`config.mk`:
```
export PLATFORM = sky130hd
export DESIGN_NAME = auxrg_ctrl
export DESIGN_NICKNAME = d
export VERILOG_FILES = /design/src/auxreg_pkg.sv /design/src/auxrg_ctrl.sv
export SDC_FILE = /design/constraint.sdc
export NUM_CORES = 1
export LEC_CHECK = 0
export BUFFER_PORTS_ARGS = -buffer_cell sky130_fd_sc_hd__buf_4
export CORE_MARGIN = 8
export CORE_UTILIZATION = 42
export DETAILED_ROUTE_END_ITERATION = 8
export PLACE_DENSITY_LB_ADDON = 0.08
export REMOVE_ABC_BUFFERS = 1
export SLEW_MARGIN = 40
export SYNTH_ARGS = -nofsm -noshare
export SYNTH_HDL_FRONTEND = slang
export SYNTH_SLANG_ARGS = --single-unit
export TNS_END_PERCENT = 1
```
`constraint.sdc`:
```
create_clock -name hclk -period 3.42 [get_ports hclk]
set_input_delay 0.342 -clock hclk [delete_from_list [all_inputs] [get_ports hclk]]
set_output_delay 0.342 -clock hclk [all_outputs]
set_load 0.005 [all_outputs]
```
`src/auxreg_pkg.sv`:
```
package auxreg_pkg;
  localparam logic [7:0] OFF_MODE_CTRL = 8'h00;
  localparam logic [7:0] OFF_HARDWARE_CONTROL_REG = 8'h04;
  localparam logic [7:0] OFF_SUP_STAT_2 = 8'h08;
  localparam logic [7:0] OFF_CFG_STAT = 8'h0c;
  // Mode control fields
  localparam int MC_STANDALONE = 0;
  localparam int MC_VSEL = 1;
  // Hardware control fields
  localparam int HC_SHARE = 0;
  localparam int HC_KEEP_STOP = 1;
  localparam int HC_KEEP_OFF_UV = 2;
  // Supply status 2 fields
  localparam int SS_OC = 0;
  localparam int SS_UV = 1;
  localparam int SS_ON = 2;
  localparam int SS_HP = 3;
  localparam int SS_LP = 4;
  localparam int SS_OFF_UV = 5;
  // Configuration status fields
  localparam int CS_SA = 0;
  localparam int CS_LS = 1;
  localparam int CS_FAIL = 2;
  localparam logic [31:0] RESET_WORD = 32'h0000_0000;
  localparam logic [1:0] HTRANS_NONSEQ = 2'h2;
  localparam logic hresp_okay = 1'b0;

  typedef enum logic [2:0] {
    AUXRG_MD_INIT = 3'h0,
    AUXRG_MD_NORMAL = 3'h1,
    AUXRG_MD_STOP = 3'h2,
    AUXRG_MD_SLEEP = 3'h3,
    AUXRG_MD_RESTART = 3'h4,
    AUXRG_MD_FAILSAFE = 3'h5
  } auxrg_mode_e;

  typedef enum logic [2:0] {
    AUXRG_CFG_NONE = 3'b001,
    AUXRG_CFG_SA = 3'b010,
    AUXRG_CFG_LS = 3'b100
  } auxrg_cfg_e;

  // Analog-side condition inputs
  typedef struct packed {
    logic main_on;
    logic main_3v3;
    logic battery_uv;
    logic shunt_limit;
    logic out_uv;
    logic base_above_rise;
    logic base_below_fall;
  } auxrg_sense_s;

  // Regulator control outputs
  typedef struct packed {
    logic aux_on;
    logic vsel_1v8;
    logic hp_stage;
    logic lp_stage;
  } auxrg_drive_s;

  typedef struct packed {
    logic valid;
    logic write;
    logic [7:0] addr;
  } auxrg_aphase_s;
endpackage : auxreg_pkg

```
`src/auxrg_ctrl.sv`:
```
`timescale 1ns/1ps
`default_nettype none
module auxrg_ctrl #(
  parameter int HADDR_W = 32
) (
  input wire logic hclk,
  input wire logic hresetn,
  input wire logic hsel,
  input wire logic [HADDR_W-1:0] haddr,
  input wire logic [1:0] htrans,
  input wire logic hwrite,
  input wire logic [2:0] hsize,
  input wire logic [31:0] hwdata,
  input wire logic hready,
  output logic hreadyout,
  output logic hresp,
  output logic [31:0] hrdata,
  input wire logic soft_reset,
  input wire auxreg_pkg::auxrg_mode_e sbc_mode,
  input wire auxreg_pkg::auxrg_sense_s sense,
  output auxreg_pkg::auxrg_drive_s drive,
  output logic access_fail
);
  import auxreg_pkg::*;

  if (HADDR_W < 8) begin : g_bad_width
    $error("HADDR_W must be at least 8");
  end

  // Bus address phase
  auxrg_aphase_s aph_r, aph_nxt;
  logic [31:0] rdata_r, rdata_nxt;
  logic take;

  // Control and status state
  auxrg_cfg_e cfg_r, cfg_nxt;
  logic sa_bit_r, sa_bit_nxt;
  logic vsel_bit_r, vsel_bit_nxt;
  logic share_bit_r, share_bit_nxt;
  logic keep_stop_r, keep_stop_nxt;
  logic keep_off_r, keep_off_nxt;
  logic oc_flag_r, oc_flag_nxt;
  logic uv_flag_r, uv_flag_nxt;
  logic fail_r, fail_nxt;
  logic uv_hold_r, uv_hold_nxt;
  logic hp_stop_r, hp_stop_nxt;
  auxrg_drive_s drive_r, drive_nxt;

  logic wr_mc, wr_hc, wr_ss, wr_cs;
  logic want_on;

  function automatic logic hit(input auxrg_aphase_s a, input logic [7:0] off);
    hit = a.valid && a.write && (a.addr == off);
  endfunction : hit

  assign take = hsel && hready && (htrans == HTRANS_NONSEQ);
  assign hreadyout = 1'b1;
  assign hresp = hresp_okay;
  assign hrdata = rdata_r;
  assign drive = drive_r;
  assign access_fail = fail_r;

  assign wr_mc = hit(aph_r, OFF_MODE_CTRL);
  assign wr_hc = hit(aph_r, OFF_HARDWARE_CONTROL_REG);
  assign wr_ss = hit(aph_r, OFF_SUP_STAT_2);
  assign wr_cs = hit(aph_r, OFF_CFG_STAT);

  always_comb begin
    aph_nxt.valid = take;
    aph_nxt.write = hwrite;
    aph_nxt.addr = {haddr[7:2], 2'b00};
    rdata_nxt = rdata_r;
    if (take && !hwrite) begin
      rdata_nxt = RESET_WORD;
      case ({haddr[7:2], 2'b00})
        OFF_MODE_CTRL: begin
          rdata_nxt[MC_STANDALONE] = sa_bit_r;
          rdata_nxt[MC_VSEL] = vsel_bit_r;
        end
        OFF_HARDWARE_CONTROL_REG: begin
          rdata_nxt[HC_SHARE] = share_bit_r;
          rdata_nxt[HC_KEEP_STOP] = keep_stop_r;
          rdata_nxt[HC_KEEP_OFF_UV] = keep_off_r;
        end
        OFF_SUP_STAT_2: begin
          rdata_nxt[SS_OC] = oc_flag_r;
          rdata_nxt[SS_UV] = uv_flag_r;
          rdata_nxt[SS_ON] = drive_r.aux_on;
          rdata_nxt[SS_HP] = drive_r.hp_stage;
          rdata_nxt[SS_LP] = drive_r.lp_stage;
          rdata_nxt[SS_OFF_UV] = uv_hold_r;
        end
        OFF_CFG_STAT: begin
          rdata_nxt[CS_SA] = (cfg_r == AUXRG_CFG_SA);
          rdata_nxt[CS_LS] = (cfg_r == AUXRG_CFG_LS);
          rdata_nxt[CS_FAIL] = fail_r;
        end
        default: rdata_nxt = RESET_WORD;
      endcase
    end
  end

  always_ff @(posedge hclk or negedge hresetn) begin
    if (!hresetn) begin
      aph_r <= '0;
      rdata_r <= RESET_WORD;
    end else begin
      aph_r <= aph_nxt;
      rdata_r <= rdata_nxt;
    end
  end

  // Configuration lock and control bits; soft reset never touches cfg_r
  always_comb begin
    cfg_nxt = cfg_r;
    sa_bit_nxt = sa_bit_r;
    vsel_bit_nxt = vsel_bit_r;
    share_bit_nxt = share_bit_r;
    keep_stop_nxt = keep_stop_r;
    keep_off_nxt = keep_off_r;
    fail_nxt = fail_r;
    if (wr_cs && hwdata[CS_FAIL]) begin
      fail_nxt = 1'b0;
    end
    case (cfg_r)
      AUXRG_CFG_NONE: begin
        if (wr_hc && hwdata[HC_SHARE] && sbc_mode == AUXRG_MD_NORMAL) begin
          cfg_nxt = AUXRG_CFG_LS;
          share_bit_nxt = 1'b1;
        end else if (wr_mc && hwdata[MC_STANDALONE] && sbc_mode == AUXRG_MD_NORMAL) begin
          cfg_nxt = AUXRG_CFG_SA;
          sa_bit_nxt = 1'b1;
        end
      end
      AUXRG_CFG_SA: begin
        // Switching stays free; share requests are dropped silently
        if (wr_mc) begin
          sa_bit_nxt = hwdata[MC_STANDALONE];
        end
      end
      AUXRG_CFG_LS: begin
        if ((wr_mc && hwdata[MC_STANDALONE]) || (wr_hc && !hwdata[HC_SHARE])) begin
          fail_nxt = 1'b1;
        end
      end
      default: cfg_nxt = AUXRG_CFG_NONE;
    endcase
    if (wr_mc) begin
      vsel_bit_nxt = hwdata[MC_VSEL];
    end
    if (wr_hc) begin
      keep_stop_nxt = hwdata[HC_KEEP_STOP];
      keep_off_nxt = hwdata[HC_KEEP_OFF_UV];
    end
    if (soft_reset) begin
      sa_bit_nxt = (cfg_r == AUXRG_CFG_SA) ? 1'b0 : sa_bit_r;
      vsel_bit_nxt = 1'b0;
      keep_stop_nxt = 1'b0;
      keep_off_nxt = 1'b0;
    end
  end

  always_ff @(posedge hclk or negedge hresetn) begin
    if (!hresetn) begin
      cfg_r <= AUXRG_CFG_NONE;
      sa_bit_r <= 1'b0;
      vsel_bit_r <= 1'b0;
      share_bit_r <= 1'b0;
      keep_stop_r <= 1'b0;
      keep_off_r <= 1'b0;
      fail_r <= 1'b0;
    end else begin
      cfg_r <= cfg_nxt;
      sa_bit_r <= sa_bit_nxt;
      vsel_bit_r <= vsel_bit_nxt;
      share_bit_r <= share_bit_nxt;
      keep_stop_r <= keep_stop_nxt;
      keep_off_r <= keep_off_nxt;
      fail_r <= fail_nxt;
    end
  end

  // Regulator gating, stages and flags
  always_comb begin
    want_on = 1'b0;
    case (cfg_r)
      AUXRG_CFG_SA: begin
        want_on = sa_bit_r && (sbc_mode == AUXRG_MD_NORMAL || sbc_mode == AUXRG_MD_STOP ||
                  sbc_mode == AUXRG_MD_RESTART);
      end
      AUXRG_CFG_LS: begin
        case (sbc_mode)
          AUXRG_MD_NORMAL: want_on = share_bit_r && sense.main_on;
          AUXRG_MD_STOP: want_on = share_bit_r && sense.main_on && keep_stop_r;
          AUXRG_MD_RESTART: want_on = share_bit_r && sense.main_on;
          default: want_on = 1'b0;
        endcase
      end
      default: want_on = 1'b0;
    endcase
    uv_hold_nxt = uv_hold_r;
    if (sense.battery_uv && keep_off_r) begin
      uv_hold_nxt = 1'b1;
    end else if (wr_mc || wr_hc) begin
      uv_hold_nxt = 1'b0;
    end
    drive_nxt.aux_on = want_on && !sense.battery_uv && !uv_hold_r;
    drive_nxt.vsel_1v8 = (cfg_r == AUXRG_CFG_SA) && vsel_bit_r && sense.main_3v3;
    hp_stop_nxt = hp_stop_r;
    if (sense.base_above_rise) begin
      hp_stop_nxt = 1'b1;
    end else if (sense.base_below_fall) begin
      hp_stop_nxt = 1'b0;
    end
    drive_nxt.hp_stage = drive_nxt.aux_on &&
                         ((sbc_mode != AUXRG_MD_STOP) || hp_stop_r);
    drive_nxt.lp_stage = drive_nxt.aux_on && (sbc_mode == AUXRG_MD_STOP);
    oc_flag_nxt = oc_flag_r;
    if (wr_ss && hwdata[SS_OC] && !sense.shunt_limit) begin
      oc_flag_nxt = 1'b0;
    end
    if (cfg_r == AUXRG_CFG_SA && drive_r.aux_on && sense.shunt_limit) begin
      oc_flag_nxt = 1'b1;
    end
    uv_flag_nxt = uv_flag_r;
    if (wr_ss && hwdata[SS_UV]) begin
      uv_flag_nxt = 1'b0;
    end
    if (cfg_r == AUXRG_CFG_SA && drive_r.aux_on && sense.out_uv) begin
      uv_flag_nxt = 1'b1;
    end
  end

  always_ff @(posedge hclk or negedge hresetn) begin
    if (!hresetn) begin
      uv_hold_r <= 1'b0;
      hp_stop_r <= 1'b0;
      drive_r <= '0;
      oc_flag_r <= 1'b0;
      uv_flag_r <= 1'b0;
    end else begin
      uv_hold_r <= uv_hold_nxt;
      hp_stop_r <= hp_stop_nxt;
      drive_r <= drive_nxt;
      oc_flag_r <= oc_flag_nxt;
      uv_flag_r <= uv_flag_nxt;
    end
  end
endmodule : auxrg_ctrl
`default_nettype wire

```
# Word level (Yosys, flattened, before mapping)
# Index checks and enable logic that the tools add are counted.
word_totals:
  input_bits: 85
  ff_bits: 31
  wordCells: 124
  out_inout_bits: 39
op_classes:
  mux: 31
  reduce_logical: 54
  eq_ne: 19
  n_bitwise: 1
ops:
  columns: ["operator", "count"]
  rows:
  - ["1-bit logical AND", 30]
  - ["6-bit by 2-bit equality test with 1-bit output (second input constant)", 4]
  - ["1-bit two-way mux", 22]
  - ["2-bit nonzero test", 7]
  - ["6-bit by 1-bit equality test with 1-bit output (second input constant)", 2]
  - ["3-bit != test (second input constant)", 4]
  - ["3-bit two-way mux", 3]
  - ["8-bit logical NOT", 1]
  - ["2-bit case mux with 4 select lines", 1]
  - ["3-bit by 1-bit equality test with 1-bit output (second input constant)", 2]
  - ["3-bit by 2-bit equality test with 1-bit output (second input constant)", 2]
  - ["3-bit equality test (second input constant)", 2]
  - ["6-bit logical NOT", 1]
  - ["1-bit case mux with 2 select lines", 3]
  - ["3-bit case mux with 2 select lines", 1]
  - ["1-bit logical NOT", 5]
  - ["1-bit logical OR", 5]
  - ["5-bit AND reduction", 1]
  - ["2-bit AND reduction", 2]
  - ["2-bit OR reduction", 2]
  - ["3-bit by 2-bit != test with 1-bit output (second input constant)", 1]
  - ["1-bit case mux with 3 select lines", 1]
  - ["2-bit equality test (second input constant)", 1]
  - ["2-bit by 1-bit != test with 1-bit output (second input constant)", 1]
  - ["1-bit inverter", 1]

# Longest topological paths before layout
logic_depth:
  ltp_word: 8
  ltp_mapped: 5
  ltp_nobuf: 4

# Least setup slack after synthesis
# OpenSTA, ideal clock, no wires.
synth_path:
  kind: "reg2reg"
  start: "register aph_r[4] (netlist bit)"
  end: "register uv_flag_r"
  arrival_ns: 1.152
  setup_time_ns: 0.122
  n_path_buf: 1
  path_stages_with_launch: 6
  setup_slack_ns: 2.147
  t_required_ns: 3.298
  period_less_slack_ns: 1.273
  cell_sequence: "dfrtp_1 > and4bb_2 > and2_0 > buf_2 > nand3_1 > a32o_1"
synth_via:
  elab_chain_cells: 4
synth_lines:
  columns: ["element", "line_no", "rtl"]
  rows:
  - ["start, declared", "auxrg_ctrl.sv:31", "auxrg_aphase_s aph_r, aph_nxt;"]
  - ["start signal, assigned", "auxrg_ctrl.sv:108", "aph_r <= aph_nxt;"]
  - ["6-bit by 2-bit equality test with 1-bit output", "auxrg_ctrl.sv:53", "hit = a.valid && a.write && (a.addr == off);"]
  - ["1-bit logical AND", "auxrg_ctrl.sv:53", null]
  - ["1-bit logical AND", "auxrg_ctrl.sv:226", "if (wr_ss && hwdata[SS_UV]) begin"]
  - ["2-bit nonzero test (no line)", null, null]
  - ["end signal, assigned", "auxrg_ctrl.sv:246", "uv_flag_r <= uv_flag_nxt;"]
  - ["end, declared", "auxrg_ctrl.sv:43", "logic uv_flag_r, uv_flag_nxt;"]
# No other way between the ends.
# A chain may end at the register's enable or synchronous reset.

# Worst setup path after layout
# Same ends and word-level chain as after synthesis.

==> results.json <==
{
  "comb_power_share_pct": 9.0,
  "drc": 0,
  "cp_slowest_cell": "dfrtp_1",
  "r2r_setup_slack_ns": 1.96,
  "synthArstFlopShare_pct": 100,
  "synth_cells": 146,
  "drt_first_pass_iters": 4,
  "syn_area_sq_mm": 0.00159,
  "io_pins": 124,
  "yosysWarnings": 0,
  "clk_latency_ns": 0.28,
  "cp.depth": 4,
  "avgSynthCellArea_sq_um": 10.9,
  "grt_first_pass_wirelength_um": 5610,
  "finalNetCount": 272,
  "start_util_pct": 43.5,
  "ctsLongestPathBuffers": 2,
  "die_area_sq_mm": 0.00601,
  "cts_root_buffer": "clkbuf_8",
  "final.setup_skew_ns": 0.00707,
  "fin_area_sq_mm": 0.00190,
  "power_density_mw_per_mm2": 385,
  "sw_frac_of_total_pct": 23.4,
  "fmax_ghz": 0.684,
  "io_buffers": 37,
  "end_kind": "register",
  "diodes": 0,
  "worstSetupPathType": "register to register",
  "drive_gt1_share_pct": 28.3,
  "coreArea_sq_mm": 0.00366,
  "crit_arrival_ns": 1.63,
  "synth_edf_count": 0,
  "maxCapViolCount": 0,
  "worstPathRequired_ns": 3.59,
  "hold_end": "aph_r[8]$_DFF_PN0_",
  "ys_types": 43,
  "power.share.sequential_pct": 51.6,
  "holdCritPathClass": "input port to register",
  "cts_tree": "yes",
  "hold_depth": 1,
  "cpPeakStageDelay_ns": 0.36,
  "p_clk_share_pct": 39.4,
  "reg2reg_from": "aph_r[4]$_DFF_PN0_",
  "cts_made_buffers": 5,
  "drt_iter0_drc": 118,
  "clk_pin_slew_worst_paths_ns": 0.06,
  "wirelength_um": 3520,
  "switchingPower_uw": 171,
  "grt_pass1_vias": 1220,
  "worstPathCellList": "and4bb_2 -> and2_0 -> nand3_1 -> a32o_1",
  "postCtsSetupRepairBufs": 0,
  "critPathBufInv": 0,
  "critical_path.max_fanout": 6,
  "peakVddDrop_mv": 0.238,
  "ant_nets": 0,
  "place_congestion": 0.844,
  "p_total_uw": 733,
  "path_delay_family": "simple AND/OR/NAND/NOR gates",
  "power.leakage_uw": 0.000933,
  "p_int_uw": 561,
  "fp.dieH_um": 77.6,
  "period_share_pct": 42.8,
  "ys_seq_elements": 31,
  "htree_levels": 2,
  "overflow": 0,
  "vias": 1156,
  "tns_ns": 0,
  "hp-start": "hwrite",
  "synth-seq-area-share_pct": 48.8,
  "rr_endpoint": "uv_flag_r$_DFFE_PN0P_",
  "num_rows": 22,
  "reg2reg_depth": 4,
  "grt_max_degree": 32,
  "fin_crit_ns": 1.46,
  "wire_per_inst_um": 15.0,
  "rsz0062_at_grt": "no",
  "crit_start": "aph_r[4]$_DFF_PN0_",
  "synth_ff_type": "dfrtp_1",
  "grt_usage_pct": 11.7,
  "antenna_found_initial": 0,
  "setup.worst_path.start_class": "register",
  "cts_sinks": 31,
  "status": "completed",
  "die_x_um": 77.6,
  "hpwl_um": 2760,
  "via_per_inst": 4.92,
  "syn_to_final_growth_pct": 19.7,
  "final_max_slew_viol_count": 0,
  "placed_cell_area_sq_mm": 0.00181,
  "finalHoldViolCount": 0,
  "setup_viol": 0
}
-- state kept, by name, summed over array words and instances, names as in the netlist --
name / count
aph_r: 8
hrdata: 6
drive: 4
cfg_r: 3
access_fail: 1
hp_stop_r: 1
keep_off_r: 1
keep_stop_r: 1
oc_flag_r: 1
sa_bit_r: 1
share_bit_r: 1
uv_flag_r: 1
uv_hold_r: 1
vsel_bit_r: 1
-- metal layers --
metal	wire, um	vias up	part of all wire (%)	GRT usage (%)
li1	-	541	-	-
met1	1580	561	45	13.7
met4	64	0	1.8	5.66
met3	281	8	8.0	4.61
met5	0	-	0	0
met2	1600	46	45	18.3
-- Yosys cell counts, types with 2 or more instances --
master,number,share of area [%]
dfrtp_1,30,47
buf_4,28,13
nor2_1,8,1.9
a21oi_1,5,1.6
inv_1,5,1.2
nand3_1,5,1.6
a22o_1,4,2.2
a32o_1,4,2.5
mux2i_1,4,2.5
nand2_1,4,0.94
nor2b_1,4,1.6
a31oi_1,3,1.2
nand2b_1,3,1.2
nor3_1,3,0.94
a211oi_1,2,0.94
buf_2,2,0.63
conb_1,2,0.47
nand4_1,2,0.79
nand4b_1,2,1.1
nor3b_2,2,1.6
xor2_1,2,1.1
-- metrics by stage --
stage,worst slack (ns),hold WS [ns],utilization [%],cells
2_1_floorplan,2.12,0.0464,-,142
3_3_place_gp,1.99,0.294,49.4,227
3_5_place_dp,1.96,0.294,49.4,227
4_1_cts,1.95,0.167,52.0,235
5_1_grt,1.84,0.168,52.0,235
6_report,1.96,0.176,52.0,235
-- repair_timing --
action | 4_1_cts | 5_1_grt
hold endpoints to repair | 30 | 0
resized for setup | 0 | 0
hold buffers | 1 | 0
-- layout by cell type (no fill, tap or decap), types with 2 or more instances in the layout --
cell,n
a211oi_1,2
nand4_1,2
clkbuf_8,6
nor3b_2,2
nand2b_1,3
a31oi_1,3
buf_4,37
nor2b_1,4
a21oi_1,5
mux2i_1,4
inv_1,5
nor2_1,8
nand4b_1,2
a32o_1,4
conb_1,28
nor3_1,3
nand3_1,5
xor2_1,2
nand2_1,4
dfrtp_1,30
a22o_1,4
-- layout make-up --
cell class                 count  area (sq um)
clock buffer                   6          82.6
clock inverter                 1          5.00
fill                         344          1760
inverter                       5          18.8
multi-input combinational    106           673
sequential                    31           777
tap                           48          60.1
timing repair buffer          38           288
-- worst register-to-register path: cells and delay by family (launching register included) --
kind,cells,cell delay [ns]
compound gates,1,0.21
flops,1,0.36
simple gates,3,0.78
-- cells by family (layout without fill, tap and decap cells) --
logic type | after synthesis | count (layout) | share of synthesized area [%]
simple gates | 46 | 46 | 19.6
mux | 5 | 5 | 3.22
buf+inv | 35 | 50 | 15.0
xor+xnor | 2 | 2 | 1.10
other cells | 2 | 28 | 0.472
compound gates | 25 | 25 | 11.8
flops | 31 | 31 | 48.8
-- power groups by stage --
stage | logic (uW) | clock network [uW] | registers (uW)
after CTS | 65.6 | 292 | 378
after floorplan | 22.7 | 0 | 384
after global placement | 63.4 | 0 | 385
final | 66.0 | 288 | 378
after detailed placement | 64.5 | 0 | 385
after global routing | 75.3 | 304 | 379
-- how the worst max path moves through the flow --
stage	endpoint
final	uv_flag_r$_DFFE_PN0P_
after global placement	uv_flag_r$_DFFE_PN0P_
after global routing	uv_flag_r$_DFFE_PN0P_
after detailed placement	uv_flag_r$_DFFE_PN0P_
after CTS	uv_flag_r$_DFFE_PN0P_
after floorplan	uv_flag_r$_DFFE_PN0P_
Power figures use the tool's default switching activity.
